## config.mk

```make
export PLATFORM = sky130hd
export DESIGN_NAME = command_interrupt_control
export DESIGN_NICKNAME = d
export VERILOG_FILES = /design/src/common/irq_ctrl_pkg.sv /design/src/logic/command_interrupt_control.sv /design/src/logic/vector_table.sv
export SDC_FILE = /design/constraint.sdc
export NUM_CORES = 1
export LEC_CHECK = 0
export BUFFER_PORTS_ARGS = -buffer_cell sky130_fd_sc_hd__buf_4
export CORE_MARGIN = 8
export CORE_UTILIZATION = 35
export DETAILED_ROUTE_END_ITERATION = 12
export SYNTH_ARGS = -nofsm -noshare
export SYNTH_HDL_FRONTEND = slang
export SYNTH_SLANG_ARGS = --single-unit
```

## constraint.sdc

```tcl
create_clock -name mclk_i -period 7.9 [get_ports mclk_i]
set_input_delay 0.79 -clock mclk_i [delete_from_list [all_inputs] [get_ports mclk_i]]
set_output_delay 0.79 -clock mclk_i [all_outputs]
set_load 0.01 [all_outputs]
```

## src/common/irq_ctrl_pkg.sv

```systemverilog
// Shared constants for the command interrupt control block
package irq_ctrl_pkg;
  // ****************************************************************
  // Instruction codes and special values
  // ****************************************************************
  localparam logic [7:0] OP_IRQ_ENABLE     = 8'h19; // 25
  localparam logic [7:0] OP_IRQ_DISABLE    = 8'h1A; // 26
  localparam logic [7:0] OP_VECTOR_DEFINE  = 8'h25; // 37
  localparam logic [7:0] OP_HANDLER_RETURN = 8'h26; // 38
  localparam logic [7:0] IRQ_GLOBAL        = 8'hFF; // 255
  localparam logic [7:0] STATUS_OK         = 8'h64; // 100
  localparam logic [7:0] STATUS_BAD_SUM    = 8'h01;
  localparam logic [7:0] STATUS_BAD_CMD    = 8'h02;
  // ****************************************************************
  // Widths and reset values
  // ****************************************************************
  localparam int          IRQ_COUNT       = 16;
  localparam int          IRQ_IDX_W       = 4;
  localparam int          PC_W            = 16;
  localparam int          FRAME_BYTES     = 9;
  localparam logic        GLOBAL_EN_RESET = 1'b0;
  localparam logic [15:0] PC_RESET        = 16'h0000;
endpackage

```

## src/logic/command_interrupt_control.sv

```systemverilog
// Interrupt enable, vector and handler return logic for a command engine
//
// Behaviour
// Code 25 enables the interrupt named in the type field.
// Enable with number 255 sets the global enable instead of a single one.
// Code 26 clears the enable of the interrupt named in the type field.
// Disable with number 255 clears the global enable.
// Code 37 stores the value field as entry address for that number.
// A later vector definition for the same number overwrites the old one.
// Code 38 restores saved accumulator, X, flags and counter and resumes.
// Each of the four commands in direct mode is answered with status 100.
// The program must end each handler with a return and never run into one.
// Vector definition and return are meant for stored programs only; the code also executes them from host frames.
// An interrupt with both enables set saves context and jumps when no handler is already running.
// A frame ends in a checksum, the 8-bit sum of its first eight bytes.
`timescale 1ns/1ps
module command_interrupt_control #(
  parameter int IRQ_COUNT = irq_ctrl_pkg::IRQ_COUNT,
  parameter int IRQ_IDX_W = irq_ctrl_pkg::IRQ_IDX_W,
  parameter int PC_W      = irq_ctrl_pkg::PC_W
) (
  // Clock and reset
  input  wire logic                 mclk_i,
  input  wire logic                 reset_i,
  // Direct-mode frame bytes from the host
  input  wire logic                 frame_valid_i,
  input  wire logic [7:0]           frame_byte_i,
  // Decoded instruction from the stored program
  input  wire logic                 prog_valid_i,
  input  wire logic [7:0]           prog_op_i,
  input  wire logic [7:0]           prog_type_i,
  input  wire logic [31:0]          prog_value_i,
  // Interrupt sources and interpreter context
  input  wire logic [IRQ_COUNT-1:0] irq_req_i,
  input  wire logic [31:0]          accu_i,
  input  wire logic [31:0]          xreg_i,
  input  wire logic [7:0]           flags_i,
  input  wire logic [PC_W-1:0]      pc_i,
  // Reply to the host
  output logic                      reply_valid_o,
  output logic [7:0]                reply_status_o,
  output logic [7:0]                reply_cmd_o,
  // Context load toward the interpreter
  output logic                      ctx_load_o,
  output logic [31:0]               accu_o,
  output logic [31:0]               xreg_o,
  output logic [7:0]                flags_o,
  output logic [PC_W-1:0]           pc_o,
  // Status
  output logic                      global_en_o,
  output logic [IRQ_COUNT-1:0]      irq_en_o,
  output logic                      in_handler_o
);
  // ****************************************************************
  // Frame assembly
  // ****************************************************************
  typedef enum logic [1:0] {ST_IDLE, ST_FETCH, ST_JUMP} irq_state_e;

  logic [7:0]  frame [irq_ctrl_pkg::FRAME_BYTES];
  logic [3:0]  byte_cnt;
  logic [7:0]  sum;
  logic        frame_done;

  // Collect nine bytes, summing the first eight
  always_ff @(posedge mclk_i) begin
    if (reset_i) begin
      byte_cnt   <= 4'h0;
      sum        <= 8'h00;
      frame_done <= 1'b0;
    end else begin
      frame_done <= 1'b0;
      if (frame_valid_i) begin
        frame[byte_cnt] <= frame_byte_i;
        if (byte_cnt == 4'(irq_ctrl_pkg::FRAME_BYTES - 1)) begin
          byte_cnt   <= 4'h0;
          frame_done <= 1'b1;
        end else begin
          byte_cnt <= byte_cnt + 4'h1;
          sum      <= (byte_cnt == 4'h0) ? frame_byte_i
                                         : sum + frame_byte_i;
        end
      end
    end
  end

  // ****************************************************************
  // Command selection
  // ****************************************************************
  wire        sum_ok     = (frame[8] == sum);
  wire        host_cmd   = frame_done && sum_ok;
  wire        cmd_valid  = host_cmd || prog_valid_i;
  wire [7:0]  cmd_op     = host_cmd ? frame[1] : prog_op_i;
  wire [7:0]  cmd_type   = host_cmd ? frame[2] : prog_type_i;
  wire [31:0] cmd_value  = host_cmd ?
                           {frame[4], frame[5], frame[6], frame[7]} :
                           prog_value_i;
  wire        is_en      = cmd_valid && cmd_op == irq_ctrl_pkg::OP_IRQ_ENABLE;
  wire        is_dis     = cmd_valid && cmd_op == irq_ctrl_pkg::OP_IRQ_DISABLE;
  wire        is_handler_vector_define_cmd    = cmd_valid &&
                           cmd_op == irq_ctrl_pkg::OP_VECTOR_DEFINE;
  wire        is_ret     = cmd_valid &&
                           cmd_op == irq_ctrl_pkg::OP_HANDLER_RETURN;
  wire        is_global  = cmd_type == irq_ctrl_pkg::IRQ_GLOBAL;
  wire        in_range   = cmd_type < 8'(IRQ_COUNT);
  wire [IRQ_IDX_W-1:0] cmd_idx = cmd_type[IRQ_IDX_W-1:0];

  // ****************************************************************
  // Pending interrupt priority, lowest number wins
  // ****************************************************************
  wire [IRQ_COUNT-1:0] armed = irq_req_i & irq_en_o;
  logic [IRQ_IDX_W-1:0] pick;
  always_comb begin
    pick = '0;
    for (int i = IRQ_COUNT - 1; i >= 0; i--) begin
      if (armed[i]) begin
        pick = IRQ_IDX_W'(i);
      end
    end
  end
  wire take_irq = global_en_o && (|armed) && !in_handler_o;

  // ****************************************************************
  // Vector memory
  // ****************************************************************
  logic [PC_W-1:0] vec_rd;
  logic [IRQ_IDX_W-1:0] vec_rd_addr;
  irq_state_e state;

  vector_table #(
    .DEPTH (IRQ_COUNT),
    .ADDR_W(IRQ_IDX_W),
    .DATA_W(PC_W)
  ) u_vectors (
    .mclk_i   (mclk_i),
    .wr_en_i  (is_handler_vector_define_cmd && in_range),
    .wr_addr_i(cmd_idx),
    .wr_data_i(cmd_value[PC_W-1:0]),
    .rd_addr_i(vec_rd_addr),
    .rd_data_o(vec_rd)
  );

  // ****************************************************************
  // Enables
  // ****************************************************************
  // Individual enable bits, one per interrupt number
  for (genvar g = 0; g < IRQ_COUNT; g++) begin : g_en
    always_ff @(posedge mclk_i) begin
      if (reset_i) begin
        irq_en_o[g] <= 1'b0;
      end else if (is_en && !is_global && cmd_idx == g && in_range) begin
        irq_en_o[g] <= 1'b1;
      end else if (is_dis && !is_global && cmd_idx == g && in_range) begin
        irq_en_o[g] <= 1'b0;
      end
    end
  end

  // Global enable
  always_ff @(posedge mclk_i) begin
    if (reset_i) begin
      global_en_o <= irq_ctrl_pkg::GLOBAL_EN_RESET;
    end else if (is_en && is_global) begin
      global_en_o <= 1'b1;
    end else if (is_dis && is_global) begin
      global_en_o <= 1'b0;
    end
  end

  // ****************************************************************
  // Context save, jump and return
  // ****************************************************************
  logic [31:0]     sv_accu;
  logic [31:0]     sv_xreg;
  logic [7:0]      sv_flags;
  logic [PC_W-1:0] sv_pc;

  // Entry takes three cycles because the vector read is registered
  always_ff @(posedge mclk_i) begin
    if (reset_i) begin
      state        <= ST_IDLE;
      in_handler_o <= 1'b0;
      ctx_load_o   <= 1'b0;
      accu_o       <= 32'h0000_0000;
      xreg_o       <= 32'h0000_0000;
      flags_o      <= 8'h00;
      pc_o         <= irq_ctrl_pkg::PC_RESET;
      sv_accu      <= 32'h0000_0000;
      sv_xreg      <= 32'h0000_0000;
      sv_flags     <= 8'h00;
      sv_pc        <= irq_ctrl_pkg::PC_RESET;
      vec_rd_addr  <= '0;
    end else begin
      ctx_load_o <= 1'b0;
      case (state)
        ST_IDLE: begin
          if (is_ret && in_handler_o) begin
            accu_o       <= sv_accu;
            xreg_o       <= sv_xreg;
            flags_o      <= sv_flags;
            pc_o         <= sv_pc;
            ctx_load_o   <= 1'b1;
            in_handler_o <= 1'b0;
          end else if (take_irq) begin
            sv_accu  <= accu_i;
            sv_xreg  <= xreg_i;
            sv_flags <= flags_i;
            sv_pc    <= pc_i;
            vec_rd_addr <= pick;                      // Held: no late change
            state    <= ST_FETCH;
          end
        end
        ST_FETCH: begin
          state <= ST_JUMP;
        end
        ST_JUMP: begin
          accu_o       <= sv_accu;
          xreg_o       <= sv_xreg;
          flags_o      <= sv_flags;
          pc_o         <= vec_rd;
          ctx_load_o   <= 1'b1;
          in_handler_o <= 1'b1;
          state        <= ST_IDLE;
        end
        default: begin
          state <= ST_IDLE;
        end
      endcase
    end
  end

  // ****************************************************************
  // Direct-mode reply
  // ****************************************************************
  wire known_op = frame[1] == irq_ctrl_pkg::OP_IRQ_ENABLE ||
                  frame[1] == irq_ctrl_pkg::OP_IRQ_DISABLE ||
                  frame[1] == irq_ctrl_pkg::OP_VECTOR_DEFINE ||
                  frame[1] == irq_ctrl_pkg::OP_HANDLER_RETURN;
  wire [7:0] next_status = !sum_ok   ? irq_ctrl_pkg::STATUS_BAD_SUM :
                           !known_op ? irq_ctrl_pkg::STATUS_BAD_CMD :
                                       irq_ctrl_pkg::STATUS_OK;

  // One reply per completed frame
  always_ff @(posedge mclk_i) begin
    if (reset_i) begin
      reply_valid_o  <= 1'b0;
      reply_status_o <= 8'h00;
      reply_cmd_o    <= 8'h00;
    end else begin
      reply_valid_o <= frame_done;
      if (frame_done) begin
        reply_status_o <= next_status;
        reply_cmd_o    <= frame[1];
      end
    end
  end
endmodule

```

## src/logic/vector_table.sv

```systemverilog
// Small memory holding one handler entry address per interrupt number
`timescale 1ns/1ps
module vector_table #(
  parameter int DEPTH  = 16,
  parameter int ADDR_W = 4,
  parameter int DATA_W = 16
) (
  // Clock
  input  wire logic              mclk_i,
  // Write port
  input  wire logic              wr_en_i,
  input  wire logic [ADDR_W-1:0] wr_addr_i,
  input  wire logic [DATA_W-1:0] wr_data_i,
  // Read port
  input  wire logic [ADDR_W-1:0] rd_addr_i,
  output logic      [DATA_W-1:0] rd_data_o
);
  logic [DATA_W-1:0] mem [DEPTH];

  // Write stores over any older entry, read is registered
  always_ff @(posedge mclk_i) begin
    if (wr_en_i) begin
      mem[wr_addr_i] <= wr_data_i;
    end
    rd_data_o <= mem[rd_addr_i];
  end
endmodule

```

[After elaboration in Yosys (flattened, before gate mapping)]
Memories as Yosys holds them, arrays and structs flattened. A register that Yosys moved wholly into a read port is not among the register bits.
Index checks and enable logic that the tools add are counted.
Storage, ports and cells
  flip-flop bits (word level): 231
  bits in latches: 0
  RAM bits: 328
  memory bits (read-only): 0
  input port bits: 164
  output and inout port bits: 124
  word-level logic and storage cells: 263
  memories kept: 2
Memory list
  u_vectors.mem: words 16, bits a word 16, read ports 1, clocked after Yosys merged registers in 1, write ports 1, RTL line vector_table.sv:18  | logic [DATA_W-1:0] mem [DEPTH];
  frame: words 9, bits a word 8, read ports 5, clocked after Yosys merged registers in 0, write ports 1, RTL line command_interrupt_control.sv:59  | logic [7:0] frame [irq_ctrl_pkg::FRAME_BYTES];
Cells by class
  add/sub/neg operators: 2
  $mul: 0
  divide/modulo/power cells: 0
  magnitude comparators: 1
  eq/ne operators: 31
  shift operators: 0
  muxes and demuxes: 78
  bitwise logic cells: 4
  reduce and logical (&&, ||, !) cells: 110
Operator list (number)
  one-hot mux 32 bit (2 select lines): 2
  logical AND 1 bit: 77
  two-way mux 4 bit: 17
  two-way mux 32 bit: 2
  two-way mux 1 bit: 42
  == test 4 bit, second input constant: 9
  nonzero test 2 bit: 18
  == test 8 x 5 -> 1 bit, second input constant: 4
  == test 8 x 6 -> 1 bit, second input constant: 4
  two-way mux 16 bit: 2
  two-way mux 8 bit: 4
  one-hot mux 16 bit (2 select lines): 1
  AND 16 bit: 1
  == test 4 x 3 -> 1 bit, second input constant: 4
  one-hot mux 8 bit (2 select lines): 1
  OR reduction 16 bit: 1
  two-way mux 7 bit: 2
  adder 8 bit: 1
  == test 4 x 2 -> 1 bit, second input constant: 2
  == test 8 bit: 1
  == test 8 bit, second input constant: 1
  zero test 4 bit: 2
  less-than comparator 8 x 5 -> 1 bit, second input constant: 1
  inequality test 2 bit, second input constant: 3
  other kinds (14): 24

[Longest topological paths before layout]
Gate-level depths: netlist of the first run.
  depth in word-level cells: 17
  mapped depth: 10
  mapped depth without buffers: 10

[By module]
A second synthesis of the first run with hierarchy kept.
Unflattened totals
  cell total of the unflattened synthesis: 1626
  area, all modules: 20868.8 sq um
By module, submodules not included
  command_interrupt_control: times used 1, cells each 1194, area each 10826.6 sq um, sequential area each 5725.5 sq um
  vector_table: times used 1, cells each 432, area each 10042.1 sq um, sequential area each 8007.7 sq um

[Least setup slack after synthesis of the first run]
Ideal clock, no wire load.
  path kind: input-to-reg
  start point: input prog_op_i[6]
  end point: memory u_vectors.mem[3][0] (enable)
  arrival: 2603 ps
  data required time: 7512 ps
  setup slack: 4909 ps
  stages on the path: 7
  cells stage by stage: or2_1 > nor4_1 > inv_1 > mux2i_1 > nand3_1 > clkbuf_1 > nor2_1
Between the ends
  cells in the longest elaborated chain, start to end: 6
Ends and longest elaborated chain
  start, declared: RTL line command_interrupt_control.sv:30  | input wire logic [7:0] prog_op_i,
  two-way mux 8 bit: RTL line command_interrupt_control.sv:92  | wire [7:0] cmd_op = host_cmd ? frame[1] : prog_op_i;
  == test 8 x 6 -> 1 bit: RTL line command_interrupt_control.sv:100  | cmd_op == irq_ctrl_pkg::OP_VECTOR_DEFINE;
  logical AND 1 bit: RTL line command_interrupt_control.sv:99  | wire is_handler_vector_define_cmd = cmd_valid &&
  logical AND 1 bit: RTL line command_interrupt_control.sv:135  | .wr_en_i (is_handler_vector_define_cmd && in_range),
  two-way mux 1 bit: RTL line vector_table.sv:22  | if (wr_en_i) begin
  two-way mux 1 bit (implied by the code): RTL line vector_table.sv:23  | mem[wr_addr_i] <= wr_data_i;
  end, declared: RTL line vector_table.sv:18
No other way between the ends.

[Worst setup path after layout of the first run]
  start point: register frame_done
  end point: memory u_vectors.mem[10][9] (enable)
Between the ends
  cells in the longest elaborated chain, start to end: 7
Ends and longest elaborated chain
  start, declared: RTL line command_interrupt_control.sv:62  | logic frame_done;
  start signal, assigned: RTL line command_interrupt_control.sv:69  | frame_done <= 1'b0;
  start signal, assigned: RTL line command_interrupt_control.sv:71  | frame_done <= 1'b0;
  start signal, assigned: RTL line command_interrupt_control.sv:76  | frame_done <= 1'b1;
  logical AND 1 bit (*): RTL line command_interrupt_control.sv:90  | wire host_cmd = frame_done && sum_ok;
  branches (longest 6 deep; another with less-than comparator 8 x 5 -> 1 bit)
Mark *: on every way between the ends.

==> metrics.md, run 1 <==
| Metric | Value |
|---|---|
| Width of the die | `approximately 260 µm` |
| Count of vias placed by the detailed router | `13,500` |
| Global-route total usage across every layer | `15.4%` |
| CP Capture Type | `flop` |
| Highest clock frequency the design can meet | `around 240 MHz` |
| Total negative slack | `0 ps` |
| Portion of synthesized cell area occupied by the leading cell type | `a little over two fifths` |
| Total wire length | `around 54 mm` |
| Initial antenna violation count | `8` |
| Layout cell share with drive strength beyond 1 | `between 20% and 30%` |
| Die area | `~67,000 µm²` |
| Worst Path Max Fanout | `57` |
| Final-report setup violation count | `0` |
| DP HPWL | `roughly 37 mm` |
| Power per unit of standard cell area | `221 nW/µm²` |
| Cell Chain, Critical Path | `nand2_1 > nor3_2 > buf_4 > nand2_1 > o31ai_1 > nand3_1 > nor2_2` |
| DP Worst Slack | `between 3000 and 4000 ps` |
| Critical path startpoint category | `flop` |
| CP Class | `reg2reg` |
| Residual overflow from global routing | `0` |
| Final ANT Viol Nets | `0` |
| Library cells used by synthesis | `56` |
| Library cell with the highest instance count after synthesis | `sky130_fd_sc_hd__nand2_1` |
| Final Worst Setup Slack | `between 3000 and 4000 ps` |
| First-pass GRT wire length | `80.4 mm` |
| Post-CTS setup buffers | `0` |
| Die H | `259 µm` |
| Comb pwr share | `under 10%` |
| Normalized max-slew margin | `between 20% and 30%` |
| Cell area after placement | `23,400 µm²` |
| Cells after DPL | `roughly 2,600` |
| Number of max-slew violations in the final report | `0` |
| Finished Layout Cells | `~2,700` |
| Clk pin slew, worst setup/hold paths | `about 60 ps` |
| Internal power contribution | `4.39 mW` |
| Layout Cell Area excl Fill | `25,000 µm²` |
| Resized cells post-CTS | `0` |
| Fraction of power consumed by sequential logic | `53.5%` |
| Gp weighted congestion | `slightly below 0.8` |
| Share of flip-flops with an asynchronous set or reset after synthesis | `0%` |
| Synth Cell Area | `20,700 µm²` |
| DRC violations left | `0` |
| Number of levels in the clock H-tree | `2` |
| Endpoint arrival time on the critical path | `approximately 4400 ps` |
| Violation count after the first detailed-route iteration | `roughly 1,100` |
| Largest net degree at the start of global routing | `93` |
| Result of the run | `finished clean` |
| CTS tree | `yes` |
| Placement Rows | `89` |
| Crit path depth | `7` |
| Final-report hold violation count | `0` |
| Dominant cells by area after synthesis | `sky130_fd_sc_hd__edfxtp_1 43%, sky130_fd_sc_hd__dfxtp_1 23%, sky130_fd_sc_hd__mux4_2 8.7%` |
| CTS buffer count | `between 50 and 60` |
| Most frequent cells after synthesis | `365 x sky130_fd_sc_hd__nand2_1, 296 x sky130_fd_sc_hd__edfxtp_1, 242 x sky130_fd_sc_hd__dfxtp_1, 192 x sky130_fd_sc_hd__a21oi_1, 80 x sky130_fd_sc_hd__mux4_2` |
| Total buffers and inverters traversed by the critical path | `1` |
| Part of the cycle the worst path needs | `between 50% and 60%` |
| Total leakage power | `roughly 8.6 nW` |
| First-pass iteration count of the detailed router | `5` |
| Post-detailed-route via-to-cell ratio | `around 5.0` |
| Area growth syn-to-layout | `21.2%` |
| Post-Syn Area per Cell | `12.7 µm²` |
| Number of maximum-capacitance violations | `0` |
| Maximum vdd drop | `~150 µV` |
| Sinks on the clock net | `538` |
| Critical path required time | `slightly above 8000 ps` |
| Critical Path Max Stage Delay | `1150 ps` |
| Net Sw Frac | `about 21%` |
| Layout Utilization | `a little over two fifths` |
| Dominant cell type by area after synthesis | `sky130_fd_sc_hd__edfxtp_1` |
| Number of cells traversed by the worst register-to-register path | `7` |
| Type of the worst min-delay path | `reg2reg` |
| Post-DR wirelength/cell | `roughly 20 µm` |
| CTS Root Buffer Type | `sky130_fd_sc_hd__clkbuf_16` |
| Maximum clock skew at final layout | `between 10 and 15 ps` |
| Worst path most repeated cell | `sky130_fd_sc_hd__nand2_1` |
| Core Region | `between 50,000 and 60,000 µm²` |
| Sequential-to-total area share from yosys stat | `about two thirds` |
| Switching power | `roughly 1.1 mW` |
| Maximum clock path buffer count | `3` |
| Cts hold-fix bufs | `0` |
| Syn Inst Count | `about 1,600` |
| Seq cells post-synth | `around 540` |
| Yosys synthesis warning count | `0` |
| Worst Hold Depth | `2` |
| Total number of nets in the final design | `slightly above 2,000` |
| Count of flip-flops with a built-in enable after synthesis | `296` |
| Delay-heaviest family, CP | `simple AND/OR/NAND/NOR gates` |
| Number of global-route vias before repair | `about 13,000` |
| Post-layout minimum cycle time | `4170 ps` |
| Setup repair after global routing missed its margin | `false` |
| Slew at the pin with the worst max-slew slack | `1100 ps` |
| Boundary Pins | `288` |
| Clk Latency, worst-skew pair | `approximately 580 ps` |
| Top_reg_cell synth | `sky130_fd_sc_hd__edfxtp_1` |
| Effective utilization at floorplan | `35.2%` |
| Relative contribution of the clock network to total power | `a little over two fifths` |
| Count of input and output buffers | `roughly 270` |
| Worst path slowest cell | `sky130_fd_sc_hd__nor2_2` |
per-stage QoR:
step                      total power [mW]  hold WS, ps
after global routing                  5.72          428
after global placement                3.19          435
after floorplan                       3.10          432
after detailed placement              3.20          441
after CTS                             5.60          410
final                                 5.53          448
path summary, 6_finish.rpt:
path | startpoint | to | slack, ps
worst min register to register | sv_xreg[20] | xreg_o[20] | 450
worst max-delay path | frame_done | u_vectors.mem[10][9] | 3730
worst max register to register | frame_done | u_vectors.mem[10][9] | 3730
worst min-delay path | sv_xreg[20] | xreg_o[20] | 450
layout by cell type (no fill, tap or decap), drive strengths merged, types with 14 or more instances in the layout:
master    n
clkinv   23
mux4     80
nor3     19
nand2   365
nor2b    28
buf     281
edfxtp  296
a22o     22
nor2     74
a21oi   192
a21o     18
o21ai    41
dfxtp   242
mux2     19
mux2i    14
clkbuf   70
power by group through the flow:
stage	Clock [mW]	Combinational [mW]	Sequential (mW)
after floorplan	0	0.0780	3.02
after global placement	0	0.171	3.02
after detailed placement	0	0.177	3.02
after CTS	2.46	0.177	2.96
after global routing	2.57	0.192	2.96
final	2.40	0.176	2.96
final cells by class:
class / instances / area, µm²
Sequential cell: 538 / 13700
Multi-Input combinational cell: 983 / 6520
Tap cell: 773 / 967
Antenna cell: 3 / 7.51
Clock inverter: 27 / 193
Inverter: 9 / 33.8
Timing Repair Buffer: 281 / 2110
Clock buffer: 70 / 1460
Fill cell: 5387 / 33600
logic make-up (layout without fill, tap and decap cells):
group	after synthesis	count (layout)	share of synthesized area (%)
simple gates	540	540	11.1
flops	538	538	66.5
compound gates	305	305	8.51
mux	113	113	10.4
buf+inv	108	387	2.27
fa+ha+maj	12	12	0.763
xor+xnor	10	10	0.424
other cells	1	6	0.0182
per-layer routing:
layer | track usage [%] | wire length, µm
met5 | 0 | 54
met1 | 20.6 | 23400
met3 | 3.87 | 3710
met2 | 24.5 | 25400
met4 | 4.86 | 1260
state kept, by name, summed over array words and instances (netlist names), 4 cells and up:
signal,count
sv_pc,16
sum,8
byte_cnt,4
sv_accu,32
irq_en_o,16
flags_o,8
accu_o,32
reply_cmd_o,8
sv_flags,8
u_vectors.mem,256
u_vectors.rd_data_o,16
frame,40
sv_xreg,32
xreg_o,32
pc_o,16
vec_rd_addr,4
tightest hold or removal path, delay by kind of cell (launching register included):
kind	cells	cell delay, ps
flops	1	310
simple gates	1	50
compound gates	1	50
(Power assumes the default switching activity.)
==> run 2, diff against run 1 <==
Clock period 7.9 ns to 3.4 ns, I/O delays scaled along.
==> run 2 against run 1 <==
Compared with the run above:
- the flow now finishes with violations (antenna violations)
- global-route usage rose by 0.67 points
- first-iteration DRC count rose by 0.36%
- via count rose by 4.2%
- utilization rose by 2.1 points
- sequential power rose by 130%
- power rose by 140%
- sequential share of layout area fell by 2.5 points
- combinational power rose to 2.8 times the previous value
- worst hold slack got worse by 430 ps
- flip-flop and latch count did not move
- register-to-register slack got worse by 3500 ps
- largest power group unchanged
==> metrics.md, run 2 (synthesis gave the netlist of run 1 again) <==
| Metric | Value |
|---|---|
| Most frequent cells in the layout | `365 x sky130_fd_sc_hd__nand2_1, 296 x sky130_fd_sc_hd__edfxtp_1, 296 x sky130_fd_sc_hd__buf_4, 239 x sky130_fd_sc_hd__dfxtp_1, 192 x sky130_fd_sc_hd__a21oi_1 (was 365 x sky130_fd_sc_hd__nand2_1, 296 x sky130_fd_sc_hd__edfxtp_1, 280 x sky130_fd_sc_hd__buf_4, 240 x sky130_fd_sc_hd__dfxtp_1, 192 x sky130_fd_sc_hd__a21oi_1)` |
| Effective utilization at floorplan | `35.2% (unchanged)` |
| Final-report setup violation count | `0 (unchanged)` |
| Violation count after the first detailed-route iteration | `1,120 (was 1,116)` |
| Count of vias placed by the detailed router | `14,000 (was 13,500)` |
| CP Class | `reg2reg (unchanged)` |
| Power per unit of standard cell area | `506 nW/µm² (was 221 nW/µm²)` |
| Largest register by flop count | `u_vectors.mem (unchanged)` |
| Highest clock frequency the design can meet | `318 MHz (was 240 MHz)` |
| Post-CTS setup buffers | `0 (unchanged)` |
| Area growth syn-to-layout | `27.1% (was 21.2%)` |
| Critical Path Max Stage Delay | `670 ps (was 1150 ps)` |
| Critical path required time | `3920 ps (was 8090 ps)` |
| Failing checks | `antenna violations` |
| Setup repair after global routing missed its margin | `false (unchanged)` |
| First-pass GRT wire length | `83.6 mm (was 80.4 mm)` |
| Worst Hold Depth | `1 (was 2)` |
| Total length of routed met2 wires | `25.9 mm (was 25.4 mm)` |
| Largest net degree at the start of global routing | `112 (was 93)` |
| Switching power | `2.74 mW (was 1.14 mW)` |
| Count of input and output buffers | `268 (unchanged)` |
| DRC violations left | `0 (unchanged)` |
| Register Area | `13,700 µm² (about the same)` |
| Net Sw Frac | `20.6% (about the same)` |
| Number of global-route vias before repair | `13,800 (was 13,200)` |
| Number of max-slew violations in the final report | `0 (unchanged)` |
| Residual overflow from global routing | `0 (unchanged)` |
| Die area | `67,000 µm² (unchanged)` |
| Cell area after placement | `23,600 µm² (was 23,400 µm²)` |
| Total number of nets in the final design | `2,154 (was 2,043)` |
| CTS Root Buffer Type | `sky130_fd_sc_hd__clkbuf_16 (unchanged)` |
| DP HPWL | `36.7 mm (was 37.0 mm)` |
| Total leakage power | `9.16 nW (was 8.58 nW)` |
| Flip-flop count of the largest register, all copies and words added | `256 (unchanged)` |
| Total wire length | `56.1 mm (was 53.8 mm)` |
| Width of the die | `259 µm (unchanged)` |
| Placement Rows | `89 (unchanged)` |
| Routed metal-1 wire length | `24.4 mm (was 23.4 mm)` |
| Layout Cell Area excl Fill | `26,300 µm² (was 25,000 µm²)` |
| Final ANT Viol Nets | `1 (was 0)` |
| Worst Path Max Fanout | `73 (was 57)` |
| Die H | `259 µm (unchanged)` |
| Highest metal used | `met5 (unchanged)` |
| Layout Utilization | `44.7% (was 42.7%)` |
| Comb pwr share | `3.7% (was 3.2%)` |
| Core Region | `58,700 µm² (unchanged)` |
| Top Registers | `u_vectors.mem: 256 flops, frame: 40 flops (unchanged)` |
| Endpoint arrival time on the critical path | `3660 ps (was 4370 ps)` |
| Total negative slack | `0 ps (unchanged)` |
| Maximum clock skew at final layout | `14.9 ps (was 13.4 ps)` |
| Most frequent standard cell in the layout excluding fill and tap cells | `sky130_fd_sc_hd__nand2_1 (unchanged)` |
| Normalized max-slew margin | `16.7% (was 26.3%)` |
| Cell Chain, Critical Path | `xnor2_1 > nand3_1 > nor3_2 > mux2i_1 > o31a_2 > buf_4 > nand2_1 > a21oi_1 (was nand2_1 > nor3_2 > buf_4 > nand2_1 > o31ai_1 > nand3_1 > nor2_2)` |
| Boundary Pins | `288 (unchanged)` |
| Critical path startpoint category | `flop (unchanged)` |
| Relative contribution of the clock network to total power | `44.5% (was 43.3%)` |
| Footprint of the multi-input gates | `6490 µm² (was 6520 µm²)` |
| Final-report hold violation count | `0 (unchanged)` |
| Fraction of power consumed by sequential logic | `51.8% (was 53.5%)` |
| CTS buffer count | `55 (was 54)` |
| Post-DR wirelength/cell | `20.0 µm (about the same)` |
| Result of the run | `complete, but fails checks (was finished clean)` |
| Worst path slowest cell | `sky130_fd_sc_hd__mux2i_1 (was sky130_fd_sc_hd__nor2_2)` |
| Number of maximum-capacitance violations | `0 (unchanged)` |
| Initial antenna violation count | `10 (was 8)` |
| CTS tree | `yes (unchanged)` |
| Layout cell share with drive strength beyond 1 | `24.6% (was 25.6%)` |
| Post-route worst hold slack | `21.2 ps (was 448 ps)` |
| Part of the cycle the worst path needs | `92.6% (was 52.8%)` |
| Maximum clock path buffer count | `3 (unchanged)` |
| Met3 routed WL | `4.07 mm (was 3.71 mm)` |
| Post-layout minimum cycle time | `3150 ps (was 4170 ps)` |
| Fillers | `5,229 (was 5,387)` |
| Type of the worst min-delay path | `in2reg (was reg2reg)` |
| Gp weighted congestion | `0.797 (was 0.795)` |
| Maximum vdd drop | `374 µV (was 155 µV)` |
| Cells after DPL | `2,606 (was 2,584)` |
| Post-detailed-route via-to-cell ratio | `5.01 (was 5.02)` |
| Global-route total usage across every layer | `16.1% (was 15.4%)` |
| Finished Layout Cells | `2,801 (was 2,684)` |
| First-pass iteration count of the detailed router | `5 (unchanged)` |
| Clk Latency, worst-skew pair | `600 ps (was 580 ps)` |
| Clk pin slew, worst setup/hold paths | `60 ps (about the same)` |
| Number of levels in the clock H-tree | `2 (unchanged)` |
| Number of cells traversed by the worst register-to-register path | `8 (was 7)` |
| CP Capture Type | `flop (unchanged)` |
| Internal power contribution | `10.5 mW (was 4.39 mW)` |
| Sinks on the clock net | `538 (unchanged)` |
| Slew at the pin with the worst max-slew slack | `1250 ps (was 1100 ps)` |
## run 2: changes by cell type in the layout (fill, tap and decap cells not counted), sizes merged
cell / change
clkbuf: +8
dlygate4sd3: +88
diode: +3
buf: +22
clkinv: -6
inv: +2
## run 2: worst max-delay path, delay by kind of cell, from the launching register on
| kind | cells | cell delay (ps) |
|---|---|---|
| compound gates | 2 | 390 |
| simple gates | 3 | 690 |
| mux | 1 | 670 |
| xor+xnor | 1 | 150 |
| flops | 1 | 460 |
| buf+inv | 1 | 640 |
## run 2: final cells by class
cell class	count	area share, %
multi-input combinational	983	24.7
tap	773	3.68
clock inverter	23	0.682
sequential	538	52.3
antenna	6	0.0572
timing repair buffer	391	12.3
inverter	9	0.129
clock buffer	78	6.09
## run 2: path summary, 6_finish.rpt
kind	from	to	slack, ps
hold reg to reg	sv_xreg[1]	xreg_o[1]	440
hold / removal	frame_byte_i[1]	frame[6][1]	20
setup / recovery	sum[7]	accu_o[15]	250
setup reg to reg	sum[7]	accu_o[15]	250
## run 2: per-layer routing
layer | GRT usage (%) | vias to the layer above
met4 | 5.25 | 8
met2 | 25.2 | 450
met1 | 21.7 | 6899
met3 | 4.01 | 92
li1 | - | 6591
met5 | 0 | -
## run 2: through the flow
step / power, mW / setup slack (ps)
after floorplan: 7.20 / 517
after global placement: 7.41 / 236
after detailed placement: 7.42 / 141
after CTS: 13.4 / 102
after global routing: 13.7 / 18.9
final: 13.3 / 252
## run 2: what timing repair did
action                                 CTS  global route
endpoints found under the hold margin   93             0
gates resized for setup                  0             2
setup endpoints to repair                0           257
hold buffers                            88             0
## run 2: power by group through the flow
stage,combinational (mW),sequential [mW],clock (mW)
floorplan,0.181,7.01,0
global placement,0.394,7.02,0
detailed placement,0.405,7.02,0
CTS,0.492,6.88,6.06
global route,0.532,6.88,6.31
finish,0.489,6.88,5.90
==> run 3, diff against run 2 <==
Settings changed: REMOVE_ABC_BUFFERS set to 1.
==> run 3 against run 2 <==
Compared with the run above:
- the flow now finishes without violations
- critical path depth down 2
- flip-flop and latch count unchanged
- routed wire length down 4.2%
- utilization down 0.23 points
- via count down 1.5%
- critical endpoint is now u_vectors.mem[12][15]
==> metrics.md, run 3 (synthesis gave the netlist of run 1 again) <==
| Metric | Value |
|---|---|
| Slew at the pin with the worst max-slew slack | `1250 ps (about the same)` |
| Placement Rows | `89 (unchanged)` |
| Register Area | `13,700 µm² (unchanged)` |
| Overall power of the completed layout | `12.9 mW (was 13.3 mW)` |
| Highest clock frequency the design can meet | `339 MHz (was 318 MHz)` |
| Core Region | `58,700 µm² (unchanged)` |
| Violation count after the first detailed-route iteration | `859 (was 1,120)` |
| Count of input and output buffers | `268 (unchanged)` |
| CTS tree | `yes (unchanged)` |
| Setup repair after global routing missed its margin | `false (unchanged)` |
| Initial antenna violation count | `2 (was 10)` |
| Die area | `67,000 µm² (unchanged)` |
| CTS Root Buffer Type | `sky130_fd_sc_hd__clkbuf_16 (unchanged)` |
| Flip-flop count of the largest register, all copies and words added | `256 (unchanged)` |
| DRC violations left | `0 (unchanged)` |
| Cell area after placement | `23,700 µm² (was 23,600 µm²)` |
| Effective utilization at floorplan | `35.2% (unchanged)` |
| Endpoint arrival time on the critical path | `3230 ps (was 3660 ps)` |
| Area growth syn-to-layout | `26.4% (was 27.1%)` |
| Total number of nets in the final design | `2,153 (was 2,154)` |
| Layout Utilization | `44.5% (was 44.7%)` |
| Total wire length | `53.8 mm (was 56.1 mm)` |
| Number of levels in the clock H-tree | `2 (unchanged)` |
| CP Class | `reg2reg (unchanged)` |
| Width of the die | `259 µm (unchanged)` |
| Type of the worst min-delay path | `in2reg (unchanged)` |
| Clk pin slew, worst setup/hold paths | `60 ps (about the same)` |
| Total leakage power | `9.08 nW (was 9.16 nW)` |
| Post-DR wirelength/cell | `19.3 µm (was 20.0 µm)` |
| Sinks on the clock net | `538 (unchanged)` |
| Number of max-slew violations in the final report | `0 (unchanged)` |
| Power per unit of standard cell area | `493 nW/µm² (was 506 nW/µm²)` |
| DP HPWL | `35.8 mm (was 36.7 mm)` |
| Footprint of the multi-input gates | `6480 µm² (was 6490 µm²)` |
| Largest net degree at the start of global routing | `147 (was 112)` |
| DP Worst Slack | `418 ps (was 141 ps)` |
| Clk Latency, worst-skew pair | `580 ps (was 600 ps)` |
| Boundary Pins | `288 (unchanged)` |
| Part of the cycle the worst path needs | `86.8% (was 92.6%)` |
| Top Registers | `u_vectors.mem: 256 flops, frame: 40 flops (unchanged)` |
| Layout Cell Area excl Fill | `26,100 µm² (was 26,300 µm²)` |
| Final-report hold violation count | `0 (unchanged)` |
| CTS buffer count | `52 (was 55)` |
| Layout cell share with drive strength beyond 1 | `24.8% (was 24.6%)` |
| Maximum clock path buffer count | `3 (unchanged)` |
| Global-route total usage across every layer | `15.6% (was 16.1%)` |
| First-pass iteration count of the detailed router | `5 (unchanged)` |
| Largest register by flop count | `u_vectors.mem (unchanged)` |
| Maximum vdd drop | `386 µV (was 374 µV)` |
| Maximum clock skew at final layout | `14.1 ps (was 14.9 ps)` |
| Fillers | `5,253 (was 5,229)` |
| Number of global-route vias before repair | `13,900 (was 13,800)` |
| Post-layout minimum cycle time | `2950 ps (was 3150 ps)` |
| Residual overflow from global routing | `0 (unchanged)` |
| First-pass GRT wire length | `82.5 mm (was 83.6 mm)` |
| Die H | `259 µm (unchanged)` |
| Most frequent standard cell in the layout excluding fill and tap cells | `sky130_fd_sc_hd__nand2_1 (unchanged)` |
| Final-report setup violation count | `0 (unchanged)` |
| Final ANT Viol Nets | `0 (was 1)` |
| Most frequent cells in the layout | `365 x sky130_fd_sc_hd__nand2_1, 302 x sky130_fd_sc_hd__buf_4, 296 x sky130_fd_sc_hd__edfxtp_1, 239 x sky130_fd_sc_hd__dfxtp_1, 192 x sky130_fd_sc_hd__a21oi_1 (was 365 x sky130_fd_sc_hd__nand2_1, 296 x sky130_fd_sc_hd__edfxtp_1, 296 x sky130_fd_sc_hd__buf_4, 239 x sky130_fd_sc_hd__dfxtp_1, 192 x sky130_fd_sc_hd__a21oi_1)` |
| Post-CTS setup buffers | `0 (unchanged)` |
| CP Capture Type | `flop (unchanged)` |
| Gp weighted congestion | `0.827 (was 0.797)` |
| Worst path slowest cell | `sky130_fd_sc_hd__nor3_2 (was sky130_fd_sc_hd__mux2i_1)` |
| Worst path most repeated cell | `sky130_fd_sc_hd__buf_4` |
| Critical Path Max Stage Delay | `620 ps (was 670 ps)` |
| Cell Chain, Critical Path | `xnor2_1 > nand3_1 > nor3_2 > buf_4 > buf_4 > mux2_2 (was xnor2_1 > nand3_1 > nor3_2 > mux2i_1 > o31a_2 > buf_4 > nand2_1 > a21oi_1)` |
| Critical path startpoint category | `flop (unchanged)` |
| Number of maximum-capacitance violations | `0 (unchanged)` |
| Delay-heaviest family, CP | `simple AND/OR/NAND/NOR gates (unchanged)` |
| Final Worst Setup Slack | `449 ps (was 252 ps)` |
| Worst Path Max Fanout | `32 (was 73)` |
| Post-detailed-route via-to-cell ratio | `4.95 (was 5.01)` |
| Critical path required time | `3680 ps (was 3920 ps)` |
| Result of the run | `finished clean (was complete, but fails checks)` |
| Count of vias placed by the detailed router | `13,800 (was 14,000)` |
| Total buffers and inverters traversed by the critical path | `2 (was 1)` |
| Normalized max-slew margin | `16.4% (was 16.7%)` |
## run 3: cell count changes in the layout (fill, tap and decap cells not counted), moves of 2 or more
| cell | previous run | this run |
|---|---|---|
| sky130_fd_sc_hd__clkinv_1 | 7 | 5 |
| sky130_fd_sc_hd__buf_12 | 6 | 9 |
| sky130_fd_sc_hd__dlygate4sd3_1 | 88 | 81 |
| sky130_fd_sc_hd__clkinvlp_2 | 0 | 2 |
| sky130_fd_sc_hd__diode_2 | 6 | 1 |
| sky130_fd_sc_hd__clkbuf_16 | 59 | 53 |
| sky130_fd_sc_hd__buf_4 | 296 | 302 |
## run 3: final timing paths
kind / slack, ps / cells after the start / to / startpoint
worst max-delay path: 450 / 6 / u_vectors.mem[12][15] / sum[7]
worst min-delay path: 50 / 1 / frame[8][7] / frame_byte_i[7]
worst max register to register: 450 / 6 / u_vectors.mem[12][15] / sum[7]
worst min register to register: 450 / 2 / xreg_o[21] / sv_xreg[21]
## run 3: routing by layer
layer | vias to the layer above | share of wire (%) | GRT usage [%]
met1 | 6767 | 42 | 19.8
met5 | - | 0.024 | 0
met4 | 2 | 2.0 | 3.66
li1 | 6594 | - | -
met3 | 74 | 6.2 | 3.78
met2 | 390 | 50 | 26.7
## run 3: power breakdown
part	switching (mW)	internal, mW	leakage, nW
Combinational	0.240	0.240	3.67
Clock	2.37	3.14	0.794
Sequential	0.0167	6.86	4.62
Total	2.63	10.2	9.08
## run 3: what timing repair did
item / in CTS / in global routing
hold endpoints to repair: 87 / 0
endpoints found under the setup margin: 0 / 0
gates resized for setup: 0 / 0
hold buffers: 81 / 0
## run 3: final cells by class
type                       count  share of cell area (%)
inverter                       9                   0.129
sequential                   538                    52.6
clock inverter                22                   0.637
timing repair buffer         393                    12.5
tap                          773                    3.70
multi-input combinational    983                    24.8
clock buffer                  73                    5.60
antenna                        1                 0.00958
## run 3: stage by stage
stage	instances	hold slack, ps	TNS (ps)
floorplan	1530	409	-1220680
global placement	2615	435	0
detailed placement	2615	443	0
CTS	2791	0.0277	0
global route	2791	14.8	0
finish	2792	46.2	0
